## config.mk

```make
export PLATFORM = sky130hd
export DESIGN_NAME = asram_ctrl
export DESIGN_NICKNAME = d
export VERILOG_FILES = /design/src/asram_pkg.sv /design/src/asram_timer_if.sv /design/src/asram_timer.sv /design/src/asram_ctrl.sv
export VERILOG_INCLUDE_DIRS = /design/src
export SDC_FILE = /design/constraint.sdc
export NUM_CORES = 1
export LEC_CHECK = 0
export BUFFER_PORTS_ARGS = -buffer_cell sky130_fd_sc_hd__buf_2
export CORE_MARGIN = 8
export CORE_UTILIZATION = 44
export DETAILED_ROUTE_END_ITERATION = 12
export PLACE_DENSITY = 0.71
export SLEW_MARGIN = 10
export SYNTH_ARGS = -nofsm -noshare
export SYNTH_HDL_FRONTEND = slang
export SYNTH_SLANG_ARGS = --single-unit
```

## constraint.sdc

```tcl
create_clock -name clk_sys -period 1.65 [get_ports clk_sys]
set_input_delay 0.165 -clock clk_sys [delete_from_list [all_inputs] [get_ports clk_sys]]
set_output_delay 0.165 -clock clk_sys [all_outputs]
set_load 0.05 [all_outputs]
```

## src/asram_params.svh

```systemverilog
`ifndef ASRAM_PARAMS_SVH
`define ASRAM_PARAMS_SVH

// ****************************************
// Geometry
// ****************************************
`define ASRAM_ADDR_W 17
`define ASRAM_DATA_W 8

// ****************************************
// Timing, slowest grade, in ns
// ****************************************
`define ASRAM_CLK_NS 10
`define ASRAM_ACCESS_DELAY_NS 15
`define ASRAM_LOCATION_SETUP_TO_END_NS 10
`define ASRAM_BYTE_SETUP_TO_END_NS 8
`define ASRAM_STROBE_TO_FLOAT_NS 7
`define ASRAM_SELECT_TO_DRIVE_NS 3
`define ASRAM_CEIL_CYC(ns) (((ns) + `ASRAM_CLK_NS - 1) / `ASRAM_CLK_NS)
// Read waits access delay plus two synchroniser stages on the returned byte.
`define ASRAM_READ_CYC (`ASRAM_CEIL_CYC(`ASRAM_ACCESS_DELAY_NS) + 2)
`define ASRAM_WRITE_CYC (`ASRAM_CEIL_CYC(`ASRAM_STROBE_TO_FLOAT_NS + `ASRAM_BYTE_SETUP_TO_END_NS))
// Turnaround after a read before the host may drive the lines again.
`define ASRAM_TURN_CYC 1
`define ASRAM_CNT_W 4
`endif

```

## src/asram_pkg.sv

```systemverilog
package asram_pkg;
  typedef enum logic [2:0] {
    ASRAM_IDLE,
    ASRAM_RD,
    ASRAM_TURN,
    ASRAM_WR_SETUP,
    ASRAM_WR,
    ASRAM_WR_END
  } asram_state_t;
endpackage

```

## src/asram_timer_if.sv

```systemverilog
`include "asram_params.svh"
interface asram_timer_if;
  logic load;
  logic [`ASRAM_CNT_W-1:0] count;
  logic done;
  modport owner (output load, output count, input done);
  modport timer (input load, input count, output done);
endinterface

```

## src/asram_timer.sv

```systemverilog
`include "asram_params.svh"
module asram_timer (
  // Clock and reset
  input wire logic clk_sys,
  input wire logic rst_n,
  // Control
  asram_timer_if.timer tmr
);
  logic [`ASRAM_CNT_W-1:0] left_q;

  always_ff @(posedge clk_sys or negedge rst_n) begin
    if (!rst_n) begin
      left_q <= '0;
    end else if (tmr.load) begin
      left_q <= tmr.count;
    end else if (left_q != '0) begin
      left_q <= left_q - `ASRAM_CNT_W'(1);
    end
  end

  // Done looks at the count alone, so an owner that loads on done closes no loop.
  assign tmr.done = (left_q == '0);
endmodule

```

## src/asram_ctrl.sv

```systemverilog
`include "asram_params.svh"
module asram_ctrl (
  // Clock and reset
  input wire logic clk_sys,
  input wire logic rst_n,
  // User request
  input wire logic req_valid,
  output logic req_ready,
  input wire logic req_write,
  input wire logic [`ASRAM_ADDR_W-1:0] req_addr,
  input wire logic [`ASRAM_DATA_W-1:0] req_wdata,
  // User read answer
  output logic rsp_valid,
  output logic [`ASRAM_DATA_W-1:0] rsp_rdata,
  // Memory pins
  output logic [`ASRAM_ADDR_W-1:0] location_lines,
  output logic select_n,
  output logic drive_enable_n,
  output logic write_strobe_n,
  input wire logic [`ASRAM_DATA_W-1:0] byte_lines_i,
  output logic [`ASRAM_DATA_W-1:0] byte_lines_o,
  output logic byte_lines_oe
);
  // ****************************************
  // State
  // ****************************************
  asram_pkg::asram_state_t state_q;
  logic [`ASRAM_DATA_W-1:0] sync1_q;
  logic [`ASRAM_DATA_W-1:0] sync2_q;
  logic rsp_valid_q;
  logic [`ASRAM_DATA_W-1:0] rsp_rdata_q;
  logic take;
  logic rd_last;
  // Next values of the pin registers.
  logic select_n_d;
  logic write_strobe_n_d;
  logic drive_enable_n_d;
  logic byte_lines_oe_d;

  asram_timer_if tif ();

  asram_timer u_timer (
    .clk_sys(clk_sys),
    .rst_n(rst_n),
    .tmr(tif)
  );

  // A timed phase ends in the cycle in which its own state sees the timer run out.
  function automatic logic phase_done(input asram_pkg::asram_state_t cur,
                                      input asram_pkg::asram_state_t phase,
                                      input logic done);
    return (cur == phase) && done;
  endfunction

  assign rd_last = phase_done(state_q, asram_pkg::ASRAM_RD, tif.done);
  assign req_ready = (state_q == asram_pkg::ASRAM_IDLE);
  assign take = req_ready && req_valid;
  assign rsp_valid = rsp_valid_q;
  assign rsp_rdata = rsp_rdata_q;

  // ****************************************
  // Sequencer
  // ****************************************
  // One timer serves every phase but ASRAM_IDLE and ASRAM_WR_END; each timed phase loads its own count on entry.
  always_comb begin
    tif.load = 1'b0;
    tif.count = '0;
    unique case (state_q)
      asram_pkg::ASRAM_IDLE: begin
        if (take) begin
          tif.load = 1'b1;
          tif.count = req_write ? `ASRAM_CNT_W'(1) : `ASRAM_CNT_W'(`ASRAM_READ_CYC);
        end
      end
      asram_pkg::ASRAM_RD: begin
        if (tif.done) begin
          tif.load = 1'b1;
          tif.count = `ASRAM_CNT_W'(`ASRAM_TURN_CYC);
        end
      end
      asram_pkg::ASRAM_WR_SETUP: begin
        if (tif.done) begin
          tif.load = 1'b1;
          tif.count = `ASRAM_CNT_W'(`ASRAM_WRITE_CYC);
        end
      end
      asram_pkg::ASRAM_TURN, asram_pkg::ASRAM_WR, asram_pkg::ASRAM_WR_END: begin
      end
    endcase
  end

  always_ff @(posedge clk_sys or negedge rst_n) begin
    if (!rst_n) begin
      state_q <= asram_pkg::ASRAM_IDLE;
    end else begin
      unique case (state_q)
        asram_pkg::ASRAM_IDLE: begin
          if (take) begin
            state_q <= req_write ? asram_pkg::ASRAM_WR_SETUP : asram_pkg::ASRAM_RD;
          end
        end
        asram_pkg::ASRAM_RD: begin
          if (tif.done) begin
            state_q <= asram_pkg::ASRAM_TURN;
          end
        end
        asram_pkg::ASRAM_TURN: begin
          if (tif.done) begin
            state_q <= asram_pkg::ASRAM_IDLE;
          end
        end
        asram_pkg::ASRAM_WR_SETUP: begin
          if (tif.done) begin
            state_q <= asram_pkg::ASRAM_WR;
          end
        end
        asram_pkg::ASRAM_WR: begin
          if (tif.done) begin
            state_q <= asram_pkg::ASRAM_WR_END;
          end
        end
        asram_pkg::ASRAM_WR_END: begin
          state_q <= asram_pkg::ASRAM_IDLE;
        end
      endcase
    end
  end

  // ****************************************
  // Pin drive
  // ****************************************
  // Address and data are held from request to idle, so they stay stable
  // across the whole write and beyond the edge that ends it.
  always_ff @(posedge clk_sys or negedge rst_n) begin
    if (!rst_n) begin
      location_lines <= '0;
      byte_lines_o <= '0;
    end else if (take) begin
      location_lines <= req_addr;
      byte_lines_o <= req_wdata;
    end
  end

  // Select stays low through the write end; the strobe alone ends it.
  // Data stays driven one cycle past the strobe, since hold costs nothing here.
  always_comb begin
    select_n_d = 1'b1;
    write_strobe_n_d = 1'b1;
    drive_enable_n_d = 1'b1;
    byte_lines_oe_d = 1'b0;
    unique case (state_q)
      asram_pkg::ASRAM_IDLE: begin
        if (take) begin
          select_n_d = 1'b0;
          drive_enable_n_d = req_write;
          byte_lines_oe_d = req_write;
        end
      end
      asram_pkg::ASRAM_RD: begin
        select_n_d = tif.done;
        drive_enable_n_d = tif.done;
      end
      asram_pkg::ASRAM_WR_SETUP: begin
        select_n_d = 1'b0;
        write_strobe_n_d = !tif.done;
        byte_lines_oe_d = 1'b1;
      end
      asram_pkg::ASRAM_WR: begin
        select_n_d = 1'b0;
        write_strobe_n_d = tif.done;
        byte_lines_oe_d = 1'b1;
      end
      asram_pkg::ASRAM_TURN, asram_pkg::ASRAM_WR_END: begin
        // Every control pin is released: the memory floats and the host keeps off.
      end
    endcase
  end

  always_ff @(posedge clk_sys or negedge rst_n) begin
    if (!rst_n) begin
      select_n <= 1'b1;
      write_strobe_n <= 1'b1;
      drive_enable_n <= 1'b1;
      byte_lines_oe <= 1'b0;
    end else begin
      select_n <= select_n_d;
      write_strobe_n <= write_strobe_n_d;
      drive_enable_n <= drive_enable_n_d;
      byte_lines_oe <= byte_lines_oe_d;
    end
  end

  // ****************************************
  // Read capture
  // ****************************************
  always_ff @(posedge clk_sys or negedge rst_n) begin
    if (!rst_n) begin
      sync1_q <= '0;
      sync2_q <= '0;
    end else begin
      sync1_q <= byte_lines_i;
      sync2_q <= sync1_q;
    end
  end

  // Capture at the last read cycle, before deselect lets prior data decay.
  always_ff @(posedge clk_sys or negedge rst_n) begin
    if (!rst_n) begin
      rsp_valid_q <= 1'b0;
      rsp_rdata_q <= '0;
    end else begin
      rsp_valid_q <= rd_last;
      if (rd_last) begin
        rsp_rdata_q <= sync2_q;
      end
    end
  end
endmodule

```

# --- Word level (Yosys, flattened, before mapping) ---
# Cells that the tools add are included.
totals:
  reg_bits: 61
  input_bits: 37
  out_inout_bits: 39
  elab_cells: 57
classes:
  addsub: 1
  eq_ne: 10
  muxes: 24
  reduce_logical: 10
op_table:
  columns: ["op", "count"]
  rows:
  - ["3-bit 2-to-1 mux", 7]
  - ["3-bit case mux with 6 select lines", 1]
  - ["3-bit case mux with 3 select lines", 1]
  - ["4-bit 2-to-1 mux", 2]
  - ["2-bit inequality test, second input constant", 4]
  - ["1-bit case mux with 2 select lines", 4]
  - ["3-bit by 2-bit == test with 1-bit output, second input constant", 2]
  - ["3-bit == test, second input constant", 2]
  - ["1-bit 2-to-1 mux", 6]
  - ["5-bit AND reduction", 1]
  - ["4-bit zero test", 1]
  - ["2-bit 2-to-1 mux", 2]
  - ["4-bit nonzero test", 1]
  - ["2-bit OR reduction", 2]
  - ["4-bit by 1-bit subtractor with 4-bit output, second input constant", 1]
  - ["3-bit by 1-bit == test with 1-bit output, second input constant", 1]
  - ["3-bit zero test", 1]
  - ["1-bit case mux with 3 select lines", 1]
  - ["1-bit logical AND", 2]
  - ["2-bit by 1-bit inequality test with 1-bit output, second input constant", 1]
  - ["2-bit nonzero test", 1]
  - ["1-bit zero test", 1]

# --- Depth between registers and ports, before layout ---
logic_depth:
  ltp_word: 5
  ltp_mapped: 6
  ltp_nobuf: 5

# --- Modules after synthesis ---
# From an unflattened synthesis, not the netlist that was laid out.
unflattened:
  hier_cells: 151
  hier_area_um2: 2309.7
by_module_without_submodules:
  columns: ["module", "n_inst", "cells_each", "area_each_um2", "seq_area_each_um2"]
  rows:
  - ["asram_ctrl", 1, 129, 2075.7, 1430.1]
  - ["asram_timer", 1, 22, 234.0, 100.1]

# --- Worst setup path after synthesis ---
# Ideal clock, no wire load.
synth_timing:
  path_type: "reg-to-output"
  startpoint: "register state_q[2]"
  endpoint: "output req_ready"
  t_arrival_ns: 1.737
  required_time_ns: 1.485
  setup_slack_ns: -0.252
  stages_incl_launch_ff: 3
  n_path_buf: 1
  cell_sequence: "dfrtp_1 -> clkbuf_1 -> nor3_1"
synth_via:
  elab_chain_len: 1
synth_lines:
  columns: ["item", "line", "source"]
  rows:
  - ["start: declaration", "asram_ctrl.sv:27", "asram_pkg::asram_state_t state_q;"]
  - ["start signal: assignment", "asram_ctrl.sv:94", "state_q <= asram_pkg::ASRAM_IDLE;"]
  - ["start signal: assignment", "asram_ctrl.sv:99", "state_q <= req_write ? asram_pkg::ASRAM_WR_SETUP : asram_pkg::ASRAM_RD;"]
  - ["start signal: assignment", "asram_ctrl.sv:104", "state_q <= asram_pkg::ASRAM_TURN;"]
  - ["3-bit zero test", "asram_ctrl.sv:56", "assign req_ready = (state_q == asram_pkg::ASRAM_IDLE);"]
  - ["end: declaration", "asram_ctrl.sv:8", "output logic req_ready,"]
# No other way between the ends.

# --- Worst setup path in the final report ---
layout_timing:
  startpoint: "register u_timer.left_q[0]"
  endpoint: "register state_q[0]"
layout_via:
  elab_chain_len: 3
  word_cells_on_any_way: 6
  classes_between: "4 x eq/ne; 2 x reduce/logical"
layout_lines:
  columns: ["item", "line", "source"]
  rows:
  - ["start: declaration", "asram_timer.sv:9", "logic [`ASRAM_CNT_W-1:0] left_q;"]
  - ["start signal: assignment", "asram_timer.sv:15", "left_q <= tmr.count;"]
  - ["start signal: assignment", "asram_timer.sv:17", "left_q <= left_q - `ASRAM_CNT_W'(1);"]
  - ["4-bit zero test (*)", "asram_timer.sv:22", "assign tmr.done = (left_q == '0);"]
  - ["2-bit inequality test (no source line)", null, null]
  - ["5-bit AND reduction (no source line) (*)", null, null]
# Mark *: on every way between the ends. The rest lies on a longest branch, timed or not.
# A chain may end at the register's enable or synchronous reset.

==> results.toml <==
[status]
status = "finished, final reports clean"

[synthesis]
synth_cells = 201
synth_edf_count = 0
post-synth-top-area-cell = "dfrtp_1"
synth_ff_type = "dfrtp_1"
yosys_warnings = 0
synth-seq-cells = 61
async_flop_share = 1.00
yosysMostFrequentCell = "nand2_1"
synth_area_per_cell_um2 = 11.3
synth_top_area_frac = 0.636
synthTopCellsByCount = "80 x nand2_1, 58 x dfrtp_1, 8 x mux2_2"
synth_cell_types = 34
syn_area_mm2 = 0.00228
synth_nets = 239
synthTopCellsByArea = "dfrtp_1 64%, nand2_1 13%, mux2_2 3.9%, dfstp_2 3.5%, buf_6 1.5%"
synth.yosys.seq_area_share = 0.671

[worst_hold_path]
hp-class = "in -> reg"

[worst_setup_path]
end_kind = "flop"
start_kind = "flop"
crit_buf_inv = 1
cp_cell_sequence = "inv_1, ha_4, or3b_4, a221oi_2, a21oi_1"
reg2reg_slack_ns = 0.07
crit_path_top_delay_cell = "or3b_4"
critPathArrivalTime_ns = 1.77
cp_max_fo = 6
required_ns = 1.85
cpLargestDelayFamily = "simple AND/OR/NAND/NOR gates"
slowest_delay_ns = 0.42
worst-setup-path-type = "reg -> reg"

[timing]
layout_min_cycle_time_ns = 1.58
slew_violations = 0
finalHoldViolCount = 0
relSlewSlack = 0.782
period_share = 0.955
setup-tns-final_ns = 0
clock_skew_ns = 0.00776
max_freq_ghz = 0.635
worstMarginPinSlew_ns = 0.326
setup_viol = 0
rsz0062_at_grt = "no"

[power_and_ir_drop]
power_uw = 7110
leakage_uw = 0.00161
powerDensity_mw_per_mm2 = 2310
peakVddDrop_v = 0.00117

[floorplan]
rows = 26
ios = 76
die-width_um = 88
initial_core_util = 0.452
die_h_um = 88
die_area_mm2 = 0.00774
core_area_mm2 = 0.00504

[cells_and_area]
final_cell_area_mm2 = 0.00308
multi_input_comb_area_um2 = 703
regArea_mm2 = 0.00153
diodes = 0
n_fill_cell = 422
nets = 334
drive_gt1_frac = 0.393
synthToLayoutAreaGrowth_pct = 34.9

[cts]
cts_htree_levels = 3
cts_max_path_buffers = 2
cts_tree = "done"
cts.clk_slew.worst_paths_ns = 0.07
post-cts-setup-buffers = 0
clock_latency_ns = 0.32
numCtsBuffers = 9
clock-root-buffer = "clkbuf_8"
numClockSinks = 61

[drt]
drt_iter0_drc = 42
drc_errors = 0
final_antenna_net_count = 0
drt-total-wl_mm = 5.09
routedWlPerCell_um = 13.7
num_vias = 1727
dr.pass1.iters = 4
via_per_inst = 4.67

[grt]
antenna_found_initial = 0
grt_usage = 0.144
gr-usage-met3 = 0.0694
grt-busiest-layer = "met2"
grt_pass1_wl_mm = 8.45
use_met2 = 0.211
grtUsageMet1 = 0.170
grt_pass1_vias = 1804
grt_max_degree = 62
grt-ovfl-total = 0

[place]
place_congestion = 0.826
dpl.hpwl_mm = 3.42
port_buffers = 75
placed_area_mm2 = 0.00278

[flow_run]
max_cap_violations = 0
tightest hold or removal path, stage by stage:
cell	delay [ns]
buf_2	0.07
nand2_1	0.04
nand2_1	0.04
sequential cells by signal (all words and copies together) (netlist names):
signal and count:
byte_lines_o 8, byte_lines_oe 1, rsp_valid 1, drive_enable_n 1, rsp_rdata 8, state_q 3, write_strobe_n 1, u_timer.left_q 4
sync1_q 8, select_n 1, location_lines 17, sync2_q 8
metal layers:
metal	share of wire	routed length (µm)
met1	0.44	2230
met2	0.45	2270
met3	0.10	519
met4	0.014	69
met5	0	0
report_power, final:
| group | leakage (µW) | switching (µW) | total (µW) | internal (µW) |
|---|---|---|---|---|
| Combinational | 0.000787 | 2600 | 3620 | 1030 |
| Clock | 0.0000884 | 538 | 1160 | 619 |
| Sequential | 0.000738 | 271 | 2330 | 2060 |
area by class of cell:
class                           instances  area share
Multi-Input combinational cell        126       0.228
Timing Repair Buffer                   94       0.184
Inverter                                4     0.00488
Clock inverter                          3     0.00691
Sequential cell                        61       0.497
Tap cell                               70      0.0285
Clock buffer                           12      0.0504
worst paths after layout:
| path | from | end | cells after the start |
|---|---|---|---|
| worst min-delay path | req_addr[5] | location_lines[5] | 3 |
| worst max register to register | u_timer.left_q[0] | state_q[0] | 5 |
| worst max-delay path | u_timer.left_q[0] | state_q[0] | 5 |
| max in group asynchronous | rst_n | write_strobe_n | 3 |
| min in group asynchronous | rst_n | location_lines[12] | 3 |
| worst min register to register | sync1_q[3] | sync2_q[3] | 0 |
logic make-up (layout without fill, tap and decap cells):
| family | Yosys count | count (layout) | share of synthesized area |
|---|---|---|---|
| mux | 9 | 9 | 0.0439 |
| fa+ha+maj | 1 | 1 | 0.00548 |
| buf+inv | 14 | 113 | 0.0373 |
| xor+xnor | 1 | 1 | 0.00384 |
| simple gates | 96 | 96 | 0.184 |
| compound gates | 19 | 19 | 0.0549 |
| flops | 61 | 61 | 0.671 |
through the flow:
step | std cells | util | hold WS [ns] | setup slack (ns)
floorplan | 201 | - | -0.131 | 0.0803
global placement | 346 | 0.551 | 0.196 | 0.0832
detailed placement | 346 | 0.551 | 0.199 | 0.0300
CTS | 370 | 0.604 | 0.0124 | 0.00191
global route | 370 | 0.610 | 0.0186 | 0.00131
finish | 370 | 0.610 | 0.0266 | 0.0746
repair_timing:
| item | CTS | global route |
|---|---|---|
| hold buffers | 9 | 0 |
| setup endpoints to repair | 0 | 10 |
| gates resized for setup | 0 | 6 |
| endpoints found under the hold margin | 66 | 0 |
layout by cell type, fill, tap and decap left out, types with 2 or more instances in the layout:
master,count
o21ai_0,4
nor2_1,5
dlygate4sd3_1,9
a21oi_1,4
buf_2,75
buf_12,2
inv_1,4
mux2_2,8
nand2_1,80
clkbuf_8,11
buf_4,8
dfstp_2,3
dfrtp_1,58
o22ai_1,2
nand3b_1,2
(Power assumes the default switching activity.)
